### config.mk
export PLATFORM = sky130hd
export DESIGN_NAME = perf_test_core
export DESIGN_NICKNAME = d
export VERILOG_FILES = /design/src/core/perf_test_pkg.sv /design/src/core/perf_test_core.sv
export SDC_FILE = /design/constraint.sdc
export NUM_CORES = 1
export LEC_CHECK = 0
export BUFFER_PORTS_ARGS = -buffer_cell sky130_fd_sc_hd__clkbuf_2
export CAP_MARGIN = 0
export CORE_MARGIN = 3
export CORE_UTILIZATION = 31
export CTS_BUF_LIST = sky130_fd_sc_hd__clkbuf_16
export DETAILED_ROUTE_END_ITERATION = 12
export GPL_TIMING_DRIVEN = 0
export PLACE_DENSITY_LB_ADDON = 0.08
export SYNTH_ARGS = -nofsm -noshare
export SYNTH_HDL_FRONTEND = slang
export SYNTH_SLANG_ARGS = --single-unit
### constraint.sdc
create_clock -name MCLK -period 28.3 [get_ports MCLK]
set_clock_uncertainty 0.2 [all_clocks]
set_input_delay 2.83 -clock MCLK [delete_from_list [all_inputs] [get_ports MCLK]]
set_output_delay 2.83 -clock MCLK [all_outputs]
set_load 0.01 [all_outputs]
### src/core/perf_test_pkg.sv
// Constants and types shared by the error counter and slot test logic
//==============================================================
// Summary of operation
// Multiframe counter counts, loads, clears on error write
// Count each errored frame alignment word
// Framing event on LSB toggle, overflow on wrap
// Sixteen bit far end counter with events
// Excess zero select adds long zero runs
// Sixteen bit violation counter, one per violation
// Host writes low violation byte first
// Pause violation counting while out of frame
// Violation event on LSB toggle, overflow on wrap
// Sixteen bit checksum counter with events
// PRBS error counter with overflow event
// Six error injection bits at one address
// Signal loss injection overrides line encoder
// One control byte per timeslot
// Control byte field order, bit 7 down
// Clear channel stops bit robbing, T1 only
// Host signalling select picks signalling source
// Local loop sends input data to output
// Remote loop returns line data to line
// Host never sets both loops together
// Transmit test slots carry generated sequence
// Receive test slots feed sequence checker
// Counter clear zeroes and holds counters
// Overflow latch bits stick until read
// Events and overflows are one-clock pulses
package perf_test_pkg;
  //==============================================================
  // Register pages and addresses
  localparam logic [3:0] PAGE_CTRL = 4'h1;
  localparam logic [3:0] PAGE_COUNT = 4'h4;
  localparam logic [3:0] PAGE_SLOT_LO = 4'hA;
  localparam logic [3:0] PAGE_SLOT_HI = 4'hB;
  localparam logic [4:0] ADR_PRBS_ERR = 5'h10;
  localparam logic [4:0] ADR_PRBS_MF = 5'h11;
  localparam logic [4:0] ADR_FRAME_ERR = 5'h13;
  localparam logic [4:0] ADR_FAR_A = 5'h14;
  localparam logic [4:0] ADR_FAR_B = 5'h15;
  localparam logic [4:0] ADR_VIOL_LO = 5'h16;
  localparam logic [4:0] ADR_VIOL_HI = 5'h17;
  localparam logic [4:0] ADR_CHK_A = 5'h18;
  localparam logic [4:0] ADR_CHK_B = 5'h19;
  localparam logic [4:0] ADR_OVF_LATCH = 5'h1F;
  localparam logic [4:0] ADR_LINE_CODE = 5'h12;
  localparam logic [4:0] ADR_INJECT = 5'h19;
  localparam logic [4:0] ADR_RESET_CTRL = 5'h1A;
  localparam logic [4:0] ADR_ACCESS_CTRL = 5'h1B;
  //==============================================================
  // Field positions
  localparam int BIT_EXZ = 5;
  localparam int BIT_CLEAR = 4;
  localparam int BIT_PAUSE = 2;
  localparam int BIT_SEQ = 0;
  localparam int OVF_FRAME = 0;
  localparam int OVF_FAR = 1;
  localparam int OVF_VIOL = 2;
  localparam int OVF_CHK = 3;
  localparam int OVF_PRBS = 4;
  //==============================================================
  // Sizes, limits and reset values
  localparam int SLOTS = 32;
  localparam int LFSR_W = 15;
  localparam logic [4:0] ZERO_LIMIT_HDB3 = 5'h03;
  localparam logic [4:0] ZERO_LIMIT_PLAIN = 5'h0F;
  localparam logic [14:0] LFSR_SEED = 15'h7FFF;
  localparam logic [7:0] RESET_BYTE = 8'h00;
  //==============================================================
  // Carriers
  typedef struct packed {
    logic message_source_select;
    logic idle_insert;
    logic remote_slot_loop;
    logic local_slot_loop;
    logic transmit_test_select;
    logic receive_test_select;
    logic host_signalling_select;
    logic clear_channel;
  } slot_ctrl_type;
  typedef struct packed {
    logic inject_payload_error;
    logic inject_signal_loss;
    logic inject_nonframing_word_error;
    logic inject_framing_word_error;
    logic inject_checksum_error;
    logic inject_bipolar_violation;
  } inject_type;
  typedef struct packed {
    logic framing_error_event_irq;
    logic framing_error_overflow_irq;
    logic far_end_event_irq;
    logic far_end_overflow_irq;
    logic violation_event_irq;
    logic violation_overflow_irq;
    logic checksum_event_irq;
    logic checksum_overflow_irq;
    logic prbs_overflow_irq;
  } event_type;
endpackage : perf_test_pkg

### src/core/perf_test_core.sv
// Error counters, error injection and per-timeslot test controls
`timescale 1ns/100ps
module perf_test_core
(
  input wire logic MCLK,
  input wire logic RST,
  // Microport
  input wire logic [3:0] PAGE,
  input wire logic [4:0] ADDR,
  input wire logic [7:0] DIN,
  input wire logic WR,
  input wire logic RD,
  output logic [7:0] DOUT,
  // Framer mode and receive events
  input wire logic E1_MODE,
  input wire logic HDB3_MODE,
  input wire logic LOSS_OF_FRAME,
  input wire logic FRAME_WORD_ERR,
  input wire logic FAR_END_ERR,
  input wire logic CHECKSUM_ERR,
  input wire logic BIPOLAR_VIOL,
  input wire logic LINE_BIT_VALID,
  input wire logic LINE_BIT,
  input wire logic MULTIFRAME,
  // Timeslot data paths
  input wire logic SLOT_VALID,
  input wire logic [4:0] SLOT_NUM,
  input wire logic [7:0] SERIAL_DATA_INPUT,
  input wire logic [7:0] RX_LINE_DATA,
  output logic [7:0] TX_LINE_DATA,
  output logic [7:0] SERIAL_DATA_OUTPUT,
  output logic SLOT_OUT_VALID,
  output perf_test_pkg::slot_ctrl_type SLOT_CTRL,
  output logic ROBBED_BIT_ENABLE,
  output logic SIG_FROM_HOST,
  output logic ENCODER_BYPASS,
  output perf_test_pkg::inject_type INJECT,
  output perf_test_pkg::event_type EVENTS
);
  //==============================================================
  // State
  typedef struct packed {
    logic [7:0] prbs_error_counter;     // Receive sequence errors
    logic [7:0] prbs_multiframe_counter; // Receive multiframes
    logic [7:0] framing_word_error_counter;
    logic [15:0] far_end_block_error_counter;
    logic [15:0] violation_counter;
    logic [15:0] checksum_error_counter;
    logic [7:0] line_code_q;            // Excess zero select lives here
    logic [7:0] reset_ctrl_q;           // Clear and pause bits
    logic [7:0] access_ctrl_q;          // Sequence select
    logic [5:0] inject_q;               // Error injection bits
    logic [7:0] ovf_latch_q;            // Sticky overflow bits
    logic [4:0] zero_run_q;             // Current run of line zeros
    logic [14:0] gen_q;                 // Sequence generator
    logic [14:0] chk_q;                 // Sequence checker
    logic [7:0] dout_q;
    logic [7:0] tx_q;
    logic [7:0] rx_q;
    logic out_valid_q;
    logic [7:0] slot_ctrl_q;
    logic robbed_q;
    logic sig_host_q;
    logic [8:0] events_q;
    logic [perf_test_pkg::SLOTS*8-1:0] slots_q; // Per-timeslot bytes
  } state_type;

  state_type st_q;  // Registered state
  state_type st_d;  // Next state

  //==============================================================
  // Sequence helpers, taps for x^15 + x^14 + 1
  // Generator: eight steps, first bit lands in bit 7
  function automatic logic [22:0] gen_byte(input logic [14:0] s);
    logic [14:0] t;
    logic [7:0] b;
    logic nb;
    t = s;
    b = 8'h00;
    for (int i = 7; i >= 0; i--)
    begin
      nb = t[14] ^ t[13];
      b[i] = nb;
      t = {t[13:0], nb};
    end
    return {t, b};
  endfunction : gen_byte

  // Checker: self-synchronising, any mismatching bit flags the byte
  function automatic logic [15:0] chk_byte(input logic [14:0] s,
                                           input logic [7:0] d);
    logic [14:0] t;
    logic e;
    t = s;
    e = 1'b0;
    for (int i = 7; i >= 0; i--)
    begin
      if (d[i] != (t[14] ^ t[13]))
      begin
        e = 1'b1;
      end
      t = {t[13:0], d[i]};
    end
    return {t, e};
  endfunction : chk_byte

  //==============================================================
  // Next-state logic
  always_comb
  begin
    logic clear;          // Counter clear held high
    logic wr_ctl;         // Write on control page
    logic wr_cnt;         // Write on counter page
    logic viol_inc;
    logic excess;
    logic prbs_err;
    logic [4:0] limit;
    logic [22:0] g;
    logic [15:0] c;
    perf_test_pkg::slot_ctrl_type sc;
    logic [7:0] txb;
    clear = 1'b0;
    wr_ctl = 1'b0;
    wr_cnt = 1'b0;
    viol_inc = 1'b0;
    excess = 1'b0;
    prbs_err = 1'b0;
    limit = 5'h00;
    g = '0;
    c = '0;
    sc = '0;
    txb = 8'h00;
    st_d = st_q;
    st_d.events_q = '0;       // Pulses last one clock  R25
    st_d.out_valid_q = 1'b0;
    clear = st_q.reset_ctrl_q[perf_test_pkg::BIT_CLEAR];
    wr_ctl = WR && (PAGE == perf_test_pkg::PAGE_CTRL);
    wr_cnt = WR && (PAGE == perf_test_pkg::PAGE_COUNT);

    // Control writes
    if (wr_ctl)
    begin
      unique case (ADDR)
        perf_test_pkg::ADR_LINE_CODE: st_d.line_code_q = DIN;
        perf_test_pkg::ADR_INJECT: st_d.inject_q = DIN[5:0];
        perf_test_pkg::ADR_RESET_CTRL: st_d.reset_ctrl_q = DIN;
        perf_test_pkg::ADR_ACCESS_CTRL: st_d.access_ctrl_q = DIN;
        default: ;
      endcase
    end
    // Slot control writes, page A holds 0..15, page B holds 16..31
    if (WR && (PAGE == perf_test_pkg::PAGE_SLOT_LO ||
               PAGE == perf_test_pkg::PAGE_SLOT_HI) && !ADDR[4])
    begin
      st_d.slots_q[{PAGE == perf_test_pkg::PAGE_SLOT_HI,
                    ADDR[3:0]}*8 +: 8] = DIN;
    end

    // Excess zero tracking on the received line
    limit = HDB3_MODE ? perf_test_pkg::ZERO_LIMIT_HDB3
                      : perf_test_pkg::ZERO_LIMIT_PLAIN;
    if (LINE_BIT_VALID)
    begin
      if (LINE_BIT)
      begin
        st_d.zero_run_q = 5'h00;
      end
      else if (st_q.zero_run_q <= limit)
      begin
        // Saturate one past the limit so a long run counts once
        st_d.zero_run_q = st_q.zero_run_q + 5'h01;
        excess = (st_q.zero_run_q == limit);
      end
    end
    viol_inc = (BIPOLAR_VIOL ||
      (excess && st_q.line_code_q[perf_test_pkg::BIT_EXZ])) &&
      !(st_q.reset_ctrl_q[perf_test_pkg::BIT_PAUSE] &&
        LOSS_OF_FRAME);

    // Timeslot data paths
    if (SLOT_VALID)
    begin
      sc = st_q.slots_q[SLOT_NUM*8 +: 8];
      if (!E1_MODE && SLOT_NUM >= 5'd24)
      begin
        sc = '0;  // Only 24 slots exist in T1
      end
      g = gen_byte(st_q.gen_q);
      c = chk_byte(st_q.chk_q, RX_LINE_DATA);
      if (sc.remote_slot_loop)
      begin
        txb = RX_LINE_DATA;
      end
      else if (sc.transmit_test_select &&
               !st_q.access_ctrl_q[perf_test_pkg::BIT_SEQ])
      begin
        txb = g[7:0];
        st_d.gen_q = g[22:8];
      end
      else
      begin
        txb = SERIAL_DATA_INPUT;
      end
      if (!E1_MODE && sc.idle_insert)
      begin
        txb = ~txb;  // T1 channel inversion
      end
      // Forced loss of signal wins over the encoder
      st_d.tx_q = INJECT.inject_signal_loss ? 8'h00 : txb;
      st_d.rx_q = sc.local_slot_loop ? SERIAL_DATA_INPUT
                                     : RX_LINE_DATA;
      if (sc.receive_test_select &&
          !st_q.access_ctrl_q[perf_test_pkg::BIT_SEQ])
      begin
        st_d.chk_q = c[15:1];
        prbs_err = c[0];
      end
      st_d.slot_ctrl_q = sc;
      st_d.robbed_q = !E1_MODE && !sc.clear_channel;
      st_d.sig_host_q = sc.host_signalling_select;
      st_d.out_valid_q = 1'b1;
    end

    // Counters: host preset, else events, clear over all
    if (wr_cnt)
    begin
      unique case (ADDR)
        perf_test_pkg::ADR_PRBS_ERR:
        begin
          st_d.prbs_error_counter = DIN;
          st_d.prbs_multiframe_counter = 8'h00;
        end
        perf_test_pkg::ADR_PRBS_MF: st_d.prbs_multiframe_counter = DIN;
        perf_test_pkg::ADR_FRAME_ERR:
          st_d.framing_word_error_counter = DIN;
        perf_test_pkg::ADR_FAR_A:
          st_d.far_end_block_error_counter[7:0] = DIN;
        perf_test_pkg::ADR_FAR_B:
          st_d.far_end_block_error_counter[15:8] = DIN;
        perf_test_pkg::ADR_VIOL_LO:
          st_d.violation_counter[7:0] = DIN;
        perf_test_pkg::ADR_VIOL_HI:
          st_d.violation_counter[15:8] = DIN;
        perf_test_pkg::ADR_CHK_A:
          st_d.checksum_error_counter[7:0] = DIN;
        perf_test_pkg::ADR_CHK_B:
          st_d.checksum_error_counter[15:8] = DIN;
        default: ;
      endcase
    end
    else
    begin
      if (MULTIFRAME)
      begin
        st_d.prbs_multiframe_counter =
          st_q.prbs_multiframe_counter + 8'h01;
      end
      if (FRAME_WORD_ERR)
      begin
        st_d.framing_word_error_counter =
          st_q.framing_word_error_counter + 8'h01;
        st_d.events_q[8] = 1'b1;
        st_d.events_q[7] = (st_q.framing_word_error_counter == 8'hFF);
      end
      if (FAR_END_ERR)
      begin
        st_d.far_end_block_error_counter =
          st_q.far_end_block_error_counter + 16'h0001;
        st_d.events_q[6] = 1'b1;
        st_d.events_q[5] =
          (st_q.far_end_block_error_counter == 16'hFFFF);
      end
      if (viol_inc)
      begin
        st_d.violation_counter = st_q.violation_counter + 16'h0001;
        st_d.events_q[4] = 1'b1;
        st_d.events_q[3] = (st_q.violation_counter == 16'hFFFF);
      end
      if (CHECKSUM_ERR)
      begin
        st_d.checksum_error_counter =
          st_q.checksum_error_counter + 16'h0001;
        st_d.events_q[2] = 1'b1;
        st_d.events_q[1] = (st_q.checksum_error_counter == 16'hFFFF);
      end
      if (prbs_err)
      begin
        st_d.prbs_error_counter = st_q.prbs_error_counter + 8'h01;
        st_d.events_q[0] = (st_q.prbs_error_counter == 8'hFF);
      end
    end
    if (clear)
    begin
      // Hold every counter at zero while the bit stays high
      st_d.prbs_error_counter = 8'h00;
      st_d.prbs_multiframe_counter = 8'h00;
      st_d.framing_word_error_counter = 8'h00;
      st_d.far_end_block_error_counter = 16'h0000;
      st_d.violation_counter = 16'h0000;
      st_d.checksum_error_counter = 16'h0000;
      st_d.events_q = '0;
    end

    // Reads; reading the overflow latch empties it
    if (RD)
    begin
      st_d.dout_q = perf_test_pkg::RESET_BYTE;
      if (PAGE == perf_test_pkg::PAGE_COUNT)
      begin
        unique case (ADDR)
          perf_test_pkg::ADR_PRBS_ERR: st_d.dout_q = st_q.prbs_error_counter;
          perf_test_pkg::ADR_PRBS_MF:
            st_d.dout_q = st_q.prbs_multiframe_counter;
          perf_test_pkg::ADR_FRAME_ERR:
            st_d.dout_q = st_q.framing_word_error_counter;
          perf_test_pkg::ADR_FAR_A:
            st_d.dout_q = st_q.far_end_block_error_counter[7:0];
          perf_test_pkg::ADR_FAR_B:
            st_d.dout_q = st_q.far_end_block_error_counter[15:8];
          perf_test_pkg::ADR_VIOL_LO:
            st_d.dout_q = st_q.violation_counter[7:0];
          perf_test_pkg::ADR_VIOL_HI:
            st_d.dout_q = st_q.violation_counter[15:8];
          perf_test_pkg::ADR_CHK_A:
            st_d.dout_q = st_q.checksum_error_counter[7:0];
          perf_test_pkg::ADR_CHK_B:
            st_d.dout_q = st_q.checksum_error_counter[15:8];
          perf_test_pkg::ADR_OVF_LATCH:
          begin
            st_d.dout_q = st_q.ovf_latch_q;
            st_d.ovf_latch_q = 8'h00;
          end
          default: ;
        endcase
      end
      else if (PAGE == perf_test_pkg::PAGE_CTRL)
      begin
        unique case (ADDR)
          perf_test_pkg::ADR_LINE_CODE: st_d.dout_q = st_q.line_code_q;
          perf_test_pkg::ADR_INJECT: st_d.dout_q = {2'b00, st_q.inject_q};
          perf_test_pkg::ADR_RESET_CTRL: st_d.dout_q = st_q.reset_ctrl_q;
          perf_test_pkg::ADR_ACCESS_CTRL: st_d.dout_q = st_q.access_ctrl_q;
          default: ;
        endcase
      end
      else if ((PAGE == perf_test_pkg::PAGE_SLOT_LO ||
                PAGE == perf_test_pkg::PAGE_SLOT_HI) && !ADDR[4])
      begin
        st_d.dout_q = st_q.slots_q[{PAGE == perf_test_pkg::PAGE_SLOT_HI,
                                    ADDR[3:0]}*8 +: 8];
      end
    end
    // New overflows set after the read clear, so none is lost
    st_d.ovf_latch_q[perf_test_pkg::OVF_FRAME] |= st_d.events_q[7];
    st_d.ovf_latch_q[perf_test_pkg::OVF_FAR] |= st_d.events_q[5];
    st_d.ovf_latch_q[perf_test_pkg::OVF_VIOL] |= st_d.events_q[3];
    st_d.ovf_latch_q[perf_test_pkg::OVF_CHK] |= st_d.events_q[1];
    st_d.ovf_latch_q[perf_test_pkg::OVF_PRBS] |= st_d.events_q[0];
  end

  //==============================================================
  // State register
  always_ff @(posedge MCLK or posedge RST)
  begin
    if (RST)
    begin
      st_q <= '0;
      st_q.gen_q <= perf_test_pkg::LFSR_SEED;
      st_q.chk_q <= perf_test_pkg::LFSR_SEED;
    end
    else
    begin
      st_q <= st_d;
    end
  end

  //==============================================================
  // Outputs, all straight from flops
  assign DOUT = st_q.dout_q;
  assign TX_LINE_DATA = st_q.tx_q;
  assign SERIAL_DATA_OUTPUT = st_q.rx_q;
  assign SLOT_OUT_VALID = st_q.out_valid_q;
  assign SLOT_CTRL = st_q.slot_ctrl_q;
  assign ROBBED_BIT_ENABLE = st_q.robbed_q;
  assign SIG_FROM_HOST = st_q.sig_host_q;
  assign ENCODER_BYPASS = st_q.inject_q[4];
  assign INJECT = st_q.inject_q;
  assign EVENTS = st_q.events_q;

  //==============================================================
  // Checks
  frame_count_a: assert property (@(posedge MCLK) disable iff (RST)
    FRAME_WORD_ERR && !WR && !st_q.reset_ctrl_q[4] |=>
      st_q.framing_word_error_counter ==
      $past(st_q.framing_word_error_counter) + 8'h01)
    else $error("framing counter missed an error");
  frame_wrap_a: assert property (@(posedge MCLK) disable iff (RST)
    EVENTS.framing_error_overflow_irq |->
      st_q.framing_word_error_counter == 8'h00 &&
      EVENTS.framing_error_event_irq)
    else $error("framing overflow without wrap");
  event_pulse_a: assert property (@(posedge MCLK) disable iff (RST)
    EVENTS.violation_event_irq |-> st_q.violation_counter ==
      $past(st_q.violation_counter) + 16'h0001)
    else $error("violation event without cause");
  viol_pause_a: assert property (@(posedge MCLK) disable iff (RST)
    st_q.reset_ctrl_q[2] && LOSS_OF_FRAME && !WR && !st_q.reset_ctrl_q[4] |=>
      $stable(st_q.violation_counter))
    else $error("violation counter ran while paused");
  clear_hold_a: assert property (@(posedge MCLK) disable iff (RST)
    st_q.reset_ctrl_q[4] |=> st_q.checksum_error_counter == 16'h0000 &&
      st_q.violation_counter == 16'h0000)
    else $error("counters not held at zero");
  mf_clear_a: assert property (@(posedge MCLK) disable iff (RST)
    WR && PAGE == 4'h4 && ADDR == 5'h10 |=>
      st_q.prbs_multiframe_counter == 8'h00)
    else $error("multiframe counter not cleared");
  ovf_sticky_a: assert property (@(posedge MCLK) disable iff (RST)
    EVENTS.checksum_overflow_irq && !(RD && PAGE == 4'h4 &&
      ADDR == 5'h1F) ##1 !(RD && PAGE == 4'h4 &&
      ADDR == 5'h1F) [*2] |=> st_q.ovf_latch_q[3])
    else $error("overflow latch bit lost");
  loss_wins_a: assert property (@(posedge MCLK) disable iff (RST)
    SLOT_VALID && INJECT.inject_signal_loss |=> TX_LINE_DATA == 8'h00)
    else $error("loss injection did not force zeros");
  remote_loop_a: assert property (@(posedge MCLK) disable iff (RST)
    SLOT_VALID && st_q.slots_q[SLOT_NUM*8+5] && E1_MODE &&
      !INJECT.inject_signal_loss |=> TX_LINE_DATA == $past(RX_LINE_DATA))
    else $error("remote loop data wrong");
endmodule : perf_test_core

Word-level counts from Yosys, hierarchy flattened:

Index checks and enable logic that the tools add are counted.
Widths: inputs -> output; s select.

* add/subtract/negate cells: 8
* order comparisons: 2
* equality and inequality tests: 40
* shifts and indexed selects: 4
* muxes and demuxes: 58
* bitwise gates (word level): 23
* reduce and logical (&&, ||, !) cells: 43

Operator list (count)
* $shiftx 256x9->8: 2
* $bwmux 256: 1
* $shift 8x34->256 const A: 1
* $shiftx 8x34->256: 1
* $mux 8: 22
* $mux 72: 2
* $pmux 8 s10: 1
* $eq 5x5->1 const B: 13
* $add 16x1->16 const B: 3
* $eq 16x16->1 const B: 3
* $mux 16: 3
* $neg 8->34: 1
* $pmux 8 s4: 1
* $reduce_and 2->1: 15
* $mux 5: 5
* $add 8x1->8 const B: 3
* $ne 3x2->1 const B: 8
* $mux 9: 2
* $reduce_bool 3->1: 6
* $eq 8x8->1 const B: 2
* $pmux 8 s2: 1
* $xor 1x1->1: 16
* $mux 1: 14
* $logic_and 1x1->1: 13
* 19 further kinds: 39

* register bits after elaboration: 442
* bits of input ports: 53
* logic and storage cells: 204

Longest topological paths before layout:

Gate-level depths: netlist of the first run.

* depth in word-level cells: 16
* gate-level depth with buffers: 13
* mapped depth without buffers: 9

Worst setup path before layout of the first run:

No wires, ideal clock.

* kind: input -> register
* from: in ADDR[0]
* to: reg st_q[144] in the netlist's numbering
* setup time: 0.096 ns
* data arrival time: 5.688 ns
* required time: 28.004 ns
* slack: 22.316 ns
* stages on the path: 11
* path through: buf_2 -> buf_1 -> inv_1 -> ha_1 -> nor3b_1 -> ha_1 -> or2_1 -> nor4_4 -> nand2_1 -> buf_2 -> o31ai_1

* cells in the longest elaborated chain, start to end: 3

Ends and longest elaborated chain
* start, declared: line perf_test_core.sv:9 `input wire logic [4:0] ADDR,`
* $neg 8->34 (*): line perf_test_core.sv:156 `ADDR[3:0]}*8 +: 8] = DIN;`
* $shiftx 8x34->256 / $shift 8x34->256 (equally long branches): line perf_test_core.sv:155 `st_d.slots_q[{PAGE == perf_test_pkg::PAGE_SLOT_HI,`
* $bwmux 256 (*): line perf_test_core.sv:155
* end signal, assigned: line perf_test_core.sv:373 `st_q <= st_d;`
* end, declared: line perf_test_core.sv:68 `state_type st_q;`

Every way passes the cells marked *; elsewhere a longest branch is shown, timed or not.
A chain may end at the register's enable or synchronous reset.

Final worst setup path of the first run:

* from: in ADDR[0]
* to: reg st_q[152] in the netlist's numbering

Same word-level chain as after synthesis.

==> results of run 1 <==
[where the power goes]
part	total, mW	internal (mW)	switching (mW)
Clock	0.684	0.387	0.297
Sequential	0.769	0.690	0.0788
Combinational	0.243	0.0958	0.147
Total	1.70	1.17	0.522
[cell usage after synthesis (4+ instances only)]
cell type / n / area share [%]
mux4_2: 140 / 13
nor2_1: 97 / 1.5
xnor2_1: 7 / 0.25
inv_1: 31 / 0.48
clkbuf_1: 86 / 1.3
buf_4: 56 / 1.7
dfstp_2: 30 / 3.2
mux4_1: 10 / 1.1
a21oi_1: 109 / 2.2
or2_2: 5 / 0.13
nand3_1: 42 / 0.86
nor3b_1: 4 / 0.12
a31oi_1: 18 / 0.46
o21ai_0: 66 / 1.3
nor3_1: 16 / 0.33
a21o_1: 11 / 0.34
o31ai_1: 262 / 8.0
dfrtp_1: 411 / 42
o21ai_1: 8 / 0.16
xor2_1: 11 / 0.39
mux2_2: 83 / 3.8
o22a_1: 28 / 1.0
nand4_1: 13 / 0.33
ha_1: 14 / 0.72
o211ai_1: 14 / 0.43
and3_1: 18 / 0.46
o21a_1: 12 / 0.37
nor2b_1: 5 / 0.13
buf_1: 15 / 0.23
mux2i_1: 40 / 1.6
a221oi_1: 16 / 0.57
nand2b_1: 6 / 0.15
and2_1: 6 / 0.15
buf_2: 35 / 0.72
a22o_1: 9 / 0.32
o221ai_1: 10 / 0.36
a22oi_1: 35 / 1.1
nand2_1: 398 / 6.1
[critical path, delay by kind of cell]
family	cells	cell delay [ns]
AOI/OAI and AO/OA	1	0.27
adders and majority gates	2	0.74
buffers and inverters	5	1.70
and+or+nand+nor	4	1.67
[state kept, by name, indices dropped and copies added, names as in the netlist]
signal	flops
st_q	392
EVENTS	9
DOUT	8
SERIAL_DATA_OUTPUT	8
SLOT_CTRL	8
TX_LINE_DATA	8
INJECT	6
ROBBED_BIT_ENABLE	1
SLOT_OUT_VALID	1
[per-layer routing]
layer	track usage [%]	vias to the layer above	share of wire, %
met3	4.62	205	7.4
met2	38.2	931	45
met4	8.49	4	3.9
met5	0	-	0.027
met1	33.6	10600	44
li1	-	8824	-
[metrics by stage]
step	total power, mW	hold WS (ns)	worst slack [ns]	utilization, %	area (µm²)
after floorplan	0.910	0.250	13.03	-	24500
after global routing	1.77	0.321	21.19	36.1	28100
after detailed placement	1.02	0.283	20.80	33.9	26400
after global placement	1.01	0.273	6.73	33.7	26300
after CTS	1.71	0.296	21.42	36.1	28100
final	1.70	0.293	21.38	36.1	28100
[cells in the final DEF (no fill, tap or decap), drive strengths merged, types with 9 or more instances in the layout]
| master | instances |
|---|---|
| o221ai | 10 |
| ha | 14 |
| o21a | 12 |
| clkbuf | 237 |
| a221oi | 16 |
| nor2 | 98 |
| a31oi | 18 |
| a21oi | 109 |
| buf | 118 |
| and3 | 18 |
| nand3 | 42 |
| dfstp | 30 |
| a22oi | 35 |
| o211ai | 15 |
| inv | 53 |
| xor2 | 11 |
| nand2 | 399 |
| nand4 | 13 |
| o22a | 28 |
| clkinv | 22 |
| mux4 | 150 |
| o21ai | 74 |
| dfrtp | 411 |
| mux2 | 83 |
| mux2i | 40 |
| o31ai | 262 |
| a21o | 11 |
| a22o | 9 |
| nor3 | 18 |
[cell type report]
type | count | area [µm²]
flip-flops and latches | 441 | 11100
fillers | 7816 | 49700
clock inverters | 48 | 319
repair buffers | 102 | 616
plain buffers | 198 | 1040
inverters | 31 | 124
clock buffers | 55 | 1380
multi-input cells | 1573 | 12300
well taps | 1040 | 1300
[cell families after synthesis]
family                   share of synthesized area [%]
multiplexers                                      19.4
AO/OA/AOI/OAI                                     17.9
adder cells (fa/ha/maj)                          0.715
flip-flops                                        45.2
buffers and inverters                             4.74
AND/OR/NAND/NOR                                   11.4
XOR/XNOR                                         0.644
[final timing paths]
| kind | slack [ns] | end | cells past startpoint |
|---|---|---|---|
| max | 21.38 | st_q[152]$_DFFE_PP0P_ | 12 |
| min | 0.29 | st_q[104]$_DFFE_PP0P_ | 2 |
| max reg2reg | 25.02 | st_q[389]$_DFFE_PP0P_ | 9 |
| min reg2reg | 0.29 | st_q[104]$_DFFE_PP0P_ | 2 |
| max in group asynchronous | 24.38 | st_q[305]$_DFFE_PP1P_ | 4 |
| min in group asynchronous | 2.07 | st_q[215]$_DFFE_PP0P_ | 2 |
==> summary.txt, run 1 <==
Clock tree
  • Clock buffer count from CTS: 55
  • CTS tree: built
  • Post_cts resized: 0
  • Clk buf depth: 3
  • CTS Hold Bufs: 0
  • Clk_lat worst skew: 0.63 ns
  • Root Driver: clkbuf_16
  • Post-CTS Repair Setup Buffers: 0
  • H-tree depth: 2
  • Reg clk slew, reported paths: 0.06 ns
  • Clock Sinks: 441

Yosys
  • Mapped Area: 0.0245 mm²
  • Instance count of the mapped netlist: 2243
  • Yosys warnings: 0
  • Flops & latches, synth: 441
  • Post-synthesis async set-or-reset flop share: 100%
  • Post-synth EDFFs: 0
  • Avg Cell Area, Syn: 10.9 µm²
  • Syn nets: 2310
  • Sequential share of the synthesized area: 45.2%
  • Synth unique cells: 79
  • Ys flop type: dfrtp_1

Hold path
  • Class of the worst hold path: flop to flop
  • Worst hold path startpoint: st_q[104]$_DFFE_PP0P_

GRT
  • Initial antenna violation count: 3
  • GRT Util Overall: 24.3%
  • Vias in the first global route: 20.6k
  • Pin count of the biggest net entering global routing: 116
  • First-pass GRT wire length: 147000 µm
  • Grt ovf: 0

Power
  • Leak: 11.7 nW
  • Peak supply drop: 0.0413 mV
  • Pwr dens: 60.3 mW/mm²

Final layout
  • Synth-to-Final Area Change: 14.8%
  • Share of layout cells above drive strength 1: 22.5%
  • Nets: 2469
  • Non-Filler Instances: 3488
  • Antenna Cells: 0

STA
  • Setup violations, final: 0
  • Slew Viols, Final: 1
  • Slew headroom: -0.0629%
  • Fmax: 0.145 GHz
  • Crit path time final: 6.92 ns
  • RSZ-0062 raised after global routing: false
  • Final Cycle Share: 24.4%
  • Hold Fails Final Rpt: 0
  • Setup TNS: 0 ns
  • Worst-margin pin slew: 1.49 ns

Route
  • Vias: 20.6k
  • Post-route DRC: 0
  • DRT antenna net count: 0
  • Iteration count of the initial detailed-routing pass: 5
  • DR vias/cell: 5.90
  • Final WL: 101000 µm
  • DRT iter0 DRCs: 2258
  • Drt wl/cell: 29.0 µm

Floorplan
  • Width of the die: 287 µm
  • Core ar.: 0.0778 mm²
  • Core Rows: 102
  • I/O pin count: 104
  • Height of the die: 287 µm
  • Die area: 0.0824 mm²
  • Initial core utilization: 31.5%

Outcome
  • Run status: complete, but fails checks
  • Violated checks: max-capacitance violations, max-slew violations

Critical path
  • Slowest stage delay, CP: 0.73 ns
  • First element of the critical path: ADDR[0]
  • Crit-path max FO: 10
  • CP required: 28.60 ns
  • CP arrival: 7.22 ns
  • Cells along the critical path: clkbuf_2, buf_2, buf_1, inv_1, ha_1, nor3b_1, ha_1, or2_1, nor4_4, nand2_1, buf_2, o31ai_1
  • Startpoint Class: input pin
  • Critical-path top delay cell: nor4_4
  • Crit end category: flop
  • Crit Path Category: input pin to flop
  • FF-to-FF Start: st_q[332]$_DFFE_PP0P_

Placed design
  • Dpl cells: 3384
  • Routability Congestion: 0.924
  • Port buffer count: 95
  • Post-DP HPWL: 73100 µm

Flow run
  • Max cap viols: 1
(Power assumes the default switching activity.)
==> run 2, diff against run 1 <==
==> constraint.sdc (replaced) <==
create_clock -name MCLK -period 6.5 [get_ports MCLK]
set_clock_uncertainty 0.2 [all_clocks]
set_input_delay 0.65 -clock MCLK [delete_from_list [all_inputs] [get_ports MCLK]]
set_output_delay 0.65 -clock MCLK [all_outputs]
set_load 0.01 [all_outputs]
==> run 2 against run 1 <==
  * The flow finishes with violations (negative hold slack)
  * Utilization increased by 0.31 points
  * Global-route usage about the same
  * Non-clock buffer count increased by 9
  * Critical path type unchanged
  * Highest routed layer unchanged
==> summary.txt, run 2 (synthesis gave the netlist of run 1 again) <==
Outcome
  • Run status: complete, but fails checks (unchanged)
  • Violated checks: negative hold slack (was max-capacitance violations, max-slew violations)

Final layout
  • Most flop-heavy register: st_q (unchanged)
  • Nets: 2477 (was 2469)
  • Multi-input logic area: 0.0123 mm² (unchanged)
  • Storage element area: 0.0111 mm² (unchanged)
  • Commonest non-fill, non-tap cell in the layout: dfrtp_1 (unchanged)
  • Final Util: 36.4% (was 36.1%)
  • Antenna Cells: 0 (unchanged)
  • Post-route cell area: 0.0284 mm² (was 0.0281 mm²)
  • Fill count: 7821 (was 7816)
  • Share of layout cells above drive strength 1: 22.9% (was 22.5%)
  • Most frequent cells in the layout: 411 x dfrtp_1, 398 x nand2_1, 262 x o31ai_1 (unchanged)
  • Synth-to-Final Area Change: 15.8% (was 14.8%)
  • Largest register FFs: 392 (unchanged)

Critical path
  • Crit-path max FO: 10 (unchanged)
  • Crit end category: flop (unchanged)
  • Startpoint Class: input pin (unchanged)
  • CP arrival: 5.02 ns (was 7.22 ns)
  • Crit Path Category: input pin to flop (unchanged)
  • CP required: 6.82 ns (was 28.60 ns)

Floorplan
  • Width of the die: 287 µm (unchanged)
  • Height of the die: 287 µm (unchanged)
  • I/O pin count: 104 (unchanged)
  • Initial core utilization: 31.5% (unchanged)
  • Core ar.: 0.0778 mm² (unchanged)
  • Core Rows: 102 (unchanged)
  • Die area: 0.0824 mm² (unchanged)

GRT
  • Grt ovf: 0 (unchanged)
  • First-pass GRT wire length: 147000 µm (about the same)
  • GRT Util Overall: 24.4% (was 24.3%)
  • Pin count of the biggest net entering global routing: 44 (was 116)
  • Vias in the first global route: 20.5k (was 20.6k)
  • Initial antenna violation count: 2 (was 3)

Flow run
  • Max cap viols: 0 (was 1)

Route
  • DRT antenna net count: 0 (unchanged)
  • Vias: 20.7k (was 20.6k)
  • DR vias/cell: 5.92 (was 5.90)
  • Post-route DRC: 0 (unchanged)
  • Iteration count of the initial detailed-routing pass: 6 (was 5)
  • DRT iter0 DRCs: 2162 (was 2258)
  • Final WL: 101000 µm (about the same)
  • Drt wl/cell: 29.0 µm (about the same)

Power
  • Pwr dens: 265 mW/mm² (was 60.3 mW/mm²)
  • Leak: 11.8 nW (was 11.7 nW)
  • Total power: 7.52 mW (was 1.70 mW)
  • Peak supply drop: 0.182 mV (was 0.0413 mV)

Clock tree
  • H-tree depth: 2 (unchanged)
  • Clock buffer count from CTS: 54 (was 55)
  • Clk_lat worst skew: 0.63 ns (about the same)
  • Clock Sinks: 441 (unchanged)
  • Clk buf depth: 3 (unchanged)
  • Reg clk slew, reported paths: 0.06 ns (about the same)
  • CTS tree: built (unchanged)
  • Root Driver: clkbuf_16 (unchanged)

Placed design
  • Routability Congestion: 0.920 (was 0.924)
  • Placed cell areas: 0.0266 mm² (was 0.0264 mm²)
  • Port buffer count: 95 (unchanged)
  • Post-DP HPWL: 74300 µm (was 73100 µm)

STA
  • Worst-margin pin slew: 1.43 ns (was 1.49 ns)
  • Fmax: 0.213 GHz
  • RSZ-0062 raised after global routing: false (unchanged)
  • Fin Hold WS: -0.0114 ns (was 0.293 ns)
  • Final Cycle Share: 72.3%
  • Slew headroom: 3.63% (was -0.0629%)
  • Crit path time final: 4.70 ns
  • Setup TNS: 0 ns (unchanged)
  • Setup violations, final: 0 (unchanged)
  • Hold Fails Final Rpt: 7 (was 0)
  • Slew Viols, Final: 0 (was 1)

Hold path
  • Class of the worst hold path: input pin to async pin (was flop to flop)
## run 2: cell types whose count changed in the layout (fill, tap and decap cells not counted), sizes merged
cell         delta
clkinv          +3
bufinv          +3
inv            -12
buf             +8
clkinvlp        +3
dlygate4sd3     +1
## run 2: final cells by class
| type | instances | share of cell area (%) |
|---|---|---|
| multi-input cells | 1573 | 43.3 |
| flip-flops and latches | 441 | 39.0 |
| clock buffers | 55 | 4.85 |
| well taps | 1040 | 4.59 |
| plain buffers | 198 | 3.68 |
| repair buffers | 111 | 2.72 |
| clock inverters | 45 | 1.42 |
| inverters | 31 | 0.424 |
## run 2: routing by layer
| metal | GRT usage (%) | part of all wire, % |
|---|---|---|
| met5 | 0 | 0.013 |
| met4 | 8.73 | 3.9 |
| met3 | 4.88 | 7.6 |
| met2 | 38.1 | 45 |
| met1 | 33.6 | 43 |
## run 2: stage by stage
stage	cells	worst slack, ns
2_1_floorplan	2243	-0.285
3_3_place_gp	3378	-3.64
3_5_place_dp	3393	1.21
4_1_cts	3494	1.83
5_1_grt	3494	1.56
6_report	3494	1.80
## run 2: where the power goes
| part | switching, mW | internal, mW |
|---|---|---|
| clock | 1.30 | 1.81 |
| combinational | 0.639 | 0.427 |
| sequential | 0.340 | 3.01 |
## run 2: timing repair
| item | 4_1_cts | 5_1_grt |
|---|---|---|
| setup buffers | 0 | 0 |
| endpoints found under the hold margin | 1 | 0 |
| hold buffers | 1 | 0 |
| resized for setup | 0 | 0 |
## run 2: final timing paths
check / from / end / slack [ns] / depth (start not counted)
worst max-delay path: ADDR[0] / st_q[152]$_DFFE_PP0P_ / 1.80 / 12
min in group MCLK: LINE_BIT_VALID / st_q[334]$_DFFE_PP0P_ / 0.09 / 2
worst min-delay path: RST / st_q[411]$_DFFE_PP0P_ / -0.01 / 2
worst max register to register: st_q[332]$_DFFE_PP0P_ / st_q[389]$_DFFE_PP0P_ / 3.31 / 9
max in group asynchronous: RST / st_q[317]$_DFFE_PP1P_ / 4.83 / 5
worst min register to register: st_q[140]$_DFFE_PP0P_ / st_q[140]$_DFFE_PP0P_ / 0.30 / 2
## run 2: worst max-delay path, stage by stage
cell	delay [ns]
clkbuf_2	0.17
buf_2	0.26
buf_1	0.67
inv_1	0.19
ha_1	0.35
nor3b_1	0.21
ha_1	0.38
or2_1	0.33
nor4_4	0.77
nand2_1	0.42
buf_2	0.35
o31ai_1	0.24
==> run 3, diff against run 2 <==
--- a/config.mk
+++ b/config.mk
@@ -5,6 +5,7 @@
 export SDC_FILE = /design/constraint.sdc
 export NUM_CORES = 1
 export LEC_CHECK = 0
+export ABC_AREA = 1
 export BUFFER_PORTS_ARGS = -buffer_cell sky130_fd_sc_hd__clkbuf_2
 export CAP_MARGIN = 0
 export CORE_MARGIN = 3
==> constraint.sdc (replaced) <==
create_clock -name MCLK -period 4.2 [get_ports MCLK]
set_clock_uncertainty 0.2 [all_clocks]
set_input_delay 0.42 -clock MCLK [delete_from_list [all_inputs] [get_ports MCLK]]
set_output_delay 0.42 -clock MCLK [all_outputs]
set_load 0.01 [all_outputs]
==> run 3 against run 2 <==
  * The run now ends clean
  * Clock power is 52% higher
  * Sequential share of layout area is 3.0 points lower
  * Global-route usage is 7.9 points higher
  * Hold slack better by 0.14 ns
  * Register-to-register slack worse by 2.6 ns
  * Synthesized area is 7.3% higher
  * Largest cell class unchanged
  * Largest power group unchanged
  * Setup slack worse by 1.8 ns
  * Routed wire length is 45% higher
  * Utilization is 0.18 points higher
  * Highest routed layer unchanged
  * Die area is 7.2% higher
  * Non-clock buffer count is 122 higher
==> summary.txt, run 3 <==
Outcome
  • Run status: completed (was complete, but fails checks)

Yosys
  • Sequential share of the synthesized area: 42.1% (was 45.2%)
  • Ys flop type: dfrtp_1 (unchanged)
  • Most common cell in the netlist: nand2_1 (was dfrtp_1)
  • Synth top area share: 39.1% (was 42.0%)
  • Instance count of the mapped netlist: 3648 (was 2243)
  • Flops & latches, synth: 441 (unchanged)
  • Ranking of synthesized cells by area: dfrtp_1 39%, o21ai_0 13%, nand2_1 12%, nand3_1 6.5%, nor2_1 4.6% (was dfrtp_1 42%, mux4_2 13%, o31ai_1 8.0%, nand2_1 6.1%, mux2_2 3.8%)
  • Syn nets: 3715 (was 2310)
  • Synth unique cells: 54 (was 79)
  • Post-synth top cells: 816 x nand2_1, 660 x o21ai_0, 411 x dfrtp_1 (was 411 x dfrtp_1, 398 x nand2_1, 262 x o31ai_1)
  • Mapped Area: 0.0263 mm² (was 0.0245 mm²)
  • Cell taking the most area after synthesis: dfrtp_1 (unchanged)
  • Post-synth EDFFs: 0 (unchanged)
  • Avg Cell Area, Syn: 7.21 µm² (was 10.9 µm²)
  • Yosys warnings: 0 (unchanged)
  • Post-synthesis async set-or-reset flop share: 100% (unchanged)

STA
  • Final Cycle Share: 99.5%
  • Setup violations, final: 0 (unchanged)
  • RSZ-0062 raised after global routing: true (was false)
  • Fin Hold WS: 0.133 ns (was -0.0114 ns)
  • Slew headroom: 3.28% (was 3.63%)
  • Fmax: 0.239 GHz
  • Final setup margin: 0.0200 ns (was 1.80 ns)
  • Hold Fails Final Rpt: 0 (was 7)
  • Worst-margin pin slew: 1.45 ns (was 1.43 ns)
  • Crit path time final: 4.18 ns
  • Slew Viols, Final: 0 (unchanged)

Power
  • Peak supply drop: 0.232 mV (was 0.182 mV)
  • Pwr dens: 396 mW/mm² (was 265 mW/mm²)
  • Leak: 13.1 nW (was 11.8 nW)

Hold path
  • Worst hold path startpoint: PAGE[2]
  • Class of the worst hold path: input pin to flop (was input pin to async pin)
  • Hold EP: DOUT[7]$_DFFE_PP0P_
  • Hold depth: 6

GRT
  • Grt ovf: 0 (unchanged)
  • GRT Util Overall: 32.3% (was 24.4%)
  • Vias in the first global route: 26.9k (was 20.5k)
  • First-pass GRT wire length: 206000 µm (was 147000 µm)
  • Initial antenna violation count: 2 (unchanged)
  • Pin count of the biggest net entering global routing: 40 (was 44)

Floorplan
  • Height of the die: 297 µm (was 287 µm)
  • Initial core utilization: 31.4% (was 31.5%)
  • Die area: 0.0883 mm² (was 0.0824 mm²)
  • Core ar.: 0.0838 mm² (was 0.0778 mm²)
  • Width of the die: 297 µm (was 287 µm)
  • I/O pin count: 104 (unchanged)
  • Core Rows: 106 (was 102)

Final layout
  • Share of layout cells above drive strength 1: 9.96% (was 22.9%)
  • Most frequent cells in the layout: 816 x nand2_1, 660 x o21ai_0, 411 x dfrtp_1 (was 411 x dfrtp_1, 398 x nand2_1, 262 x o31ai_1)
  • Final Util: 36.6% (was 36.4%)
  • Fill count: 9152 (was 7821)
  • Synth-to-Final Area Change: 16.7% (was 15.8%)
  • Nets: 3925 (was 2477)
  • Largest register FFs: 392 (unchanged)
  • Most flop-heavy register: st_q (unchanged)
  • Commonest non-fill, non-tap cell in the layout: nand2_1 (was dfrtp_1)

Route
  • Post-route DRC: 0 (unchanged)
  • Iteration count of the initial detailed-routing pass: 6 (unchanged)
  • DR vias/cell: 5.66 (was 5.92)
  • Vias: 28.5k (was 20.7k)
  • Drt wl/cell: 29.2 µm (was 29.0 µm)
  • Final WL: 147000 µm (was 101000 µm)
  • DRT antenna net count: 0 (unchanged)
  • DRT iter0 DRCs: 3142 (was 2162)

Clock tree
  • H-tree depth: 2 (unchanged)
  • Clk_lat worst skew: 0.64 ns (was 0.63 ns)
  • Reg clk slew, reported paths: 0.06 ns (about the same)
  • Clock buffer count from CTS: 54 (unchanged)
  • CTS tree: built (unchanged)
  • Clock Sinks: 441 (unchanged)
  • Root Driver: clkbuf_16 (unchanged)
  • Clk buf depth: 3 (unchanged)

Placed design
  • Post-DP HPWL: 114000 µm (was 74300 µm)
  • Setup WS pre-CTS: -2.69 ns (was 1.21 ns)
  • Port buffer count: 101 (was 95)
  • Routability Congestion: 1.09 (was 0.920)

Critical path
  • CP required: 4.53 ns (was 6.82 ns)
  • Crit Path Category: input pin to flop (unchanged)
  • Startpoint Class: input pin (unchanged)
  • CP arrival: 4.51 ns (was 5.02 ns)
  • Crit end category: flop (unchanged)
  • FF-to-FF Start: st_q[333]$_DFFE_PP0P_ (was st_q[332]$_DFFE_PP0P_)
  • R2R Setup Slk: 0.69 ns (was 3.31 ns)
  • Worst r2r dst: st_q[404]$_DFFE_PP0P_ (was st_q[389]$_DFFE_PP0P_)
  • Worst R2R Path Depth: 12 (was 9)
  • Crit-path max FO: 12 (was 10)

Flow run
  • Max cap viols: 0 (unchanged)
[run 3: routing by layer]
metal / vias to the layer above / GRT usage (%) / routed length, µm
met5: - / 0 / 11
met4: 2 / 21.6 / 12100
met3: 350 / 6.00 / 12000
met2: 1485 / 47.7 / 61600
met1: 13900 / 43.1 / 61200
li1: 12800 / - / -
[run 3: final cells by class]
type / count / area [µm²] / area share [%]
multi-input combinational: 2686 / 13000 / 42.4
sequential: 441 / 11100 / 36.1
tap: 1134 / 1420 / 4.62
clock buffer: 55 / 1380 / 4.48
buffer: 276 / 1350 / 4.39
timing repair buffer: 155 / 1200 / 3.93
inverter: 244 / 921 / 3.00
clock inverter: 47 / 345 / 1.13
antenna: 1 / 2.50 / 0.00815
[run 3: cell families after synthesis]
group | after synthesis | share of synthesized area [%]
xor gates and xnor gates | 29 | 0.966
adders and majority gates | 14 | 0.666
AOI/OAI and AO/OA | 1013 | 20.9
buffers and inverters | 521 | 8.56
and+or+nand+nor | 1630 | 26.8
DFF | 441 | 42.1
[run 3: worst max-delay path: stages]
cell	delay [ns]
clkbuf_2	0.23
inv_2	0.31
clkbuf_1	0.79
ha_1	0.36
nand2_1	0.11
inv_1	0.11
ha_2	0.36
inv_2	0.21
nor3_4	0.23
buf_12	0.16
inv_1	0.08
nor2_4	0.14
buf_12	0.16
nand2_1	0.22
clkbuf_1	0.31
o21ai_0	0.25
[run 3: worst max path at each step]
stage	start	to	slack, ns	cells after the start
final	ADDR[1]	st_q[81]$_DFFE_PP0P_	0.02	16
after global routing	ADDR[0]	st_q[153]$_DFFE_PP0P_	-0.008	18
after CTS	ADDR[0]	st_q[157]$_DFFE_PP0P_	0.004	17
after detailed placement	ADDR[0]	st_q[113]$_DFFE_PP0P_	-2.69	18
after global placement	RST	SERIAL_DATA_OUTPUT[0]$_DFFE_PP0P_	-5.80	2
after floorplan	RST	DOUT[0]$_DFFE_PP0P_	-2.35	1
[run 3: repair_timing]
item | 4_1_cts | 5_1_grt
resized for setup | 8 | 18
pin swaps | 3 | 1
endpoints found under the hold margin | 76 | 0
hold buffers | 33 | 0
endpoints found under the setup margin | 264 | 163
setup buffers | 6 | 0
[run 3: stage by stage]
step	total power, mW	instances	cell area [µm²]	TNS, ns
after floorplan	6.45	3648	26300	-989.14
after global placement	7.42	4883	28200	-2990.91
after detailed placement	7.42	4898	28500	-513.88
after CTS	12.2	5038	30600	0
after global routing	12.7	5038	30700	-0.00759
final	12.2	5039	30700	0
[run 3: report_power, final]
group | switching (mW) | internal [mW]
clock | 2.02 | 2.67
sequential | 0.348 | 4.65
combinational | 1.71 | 0.749
total | 4.08 | 8.07
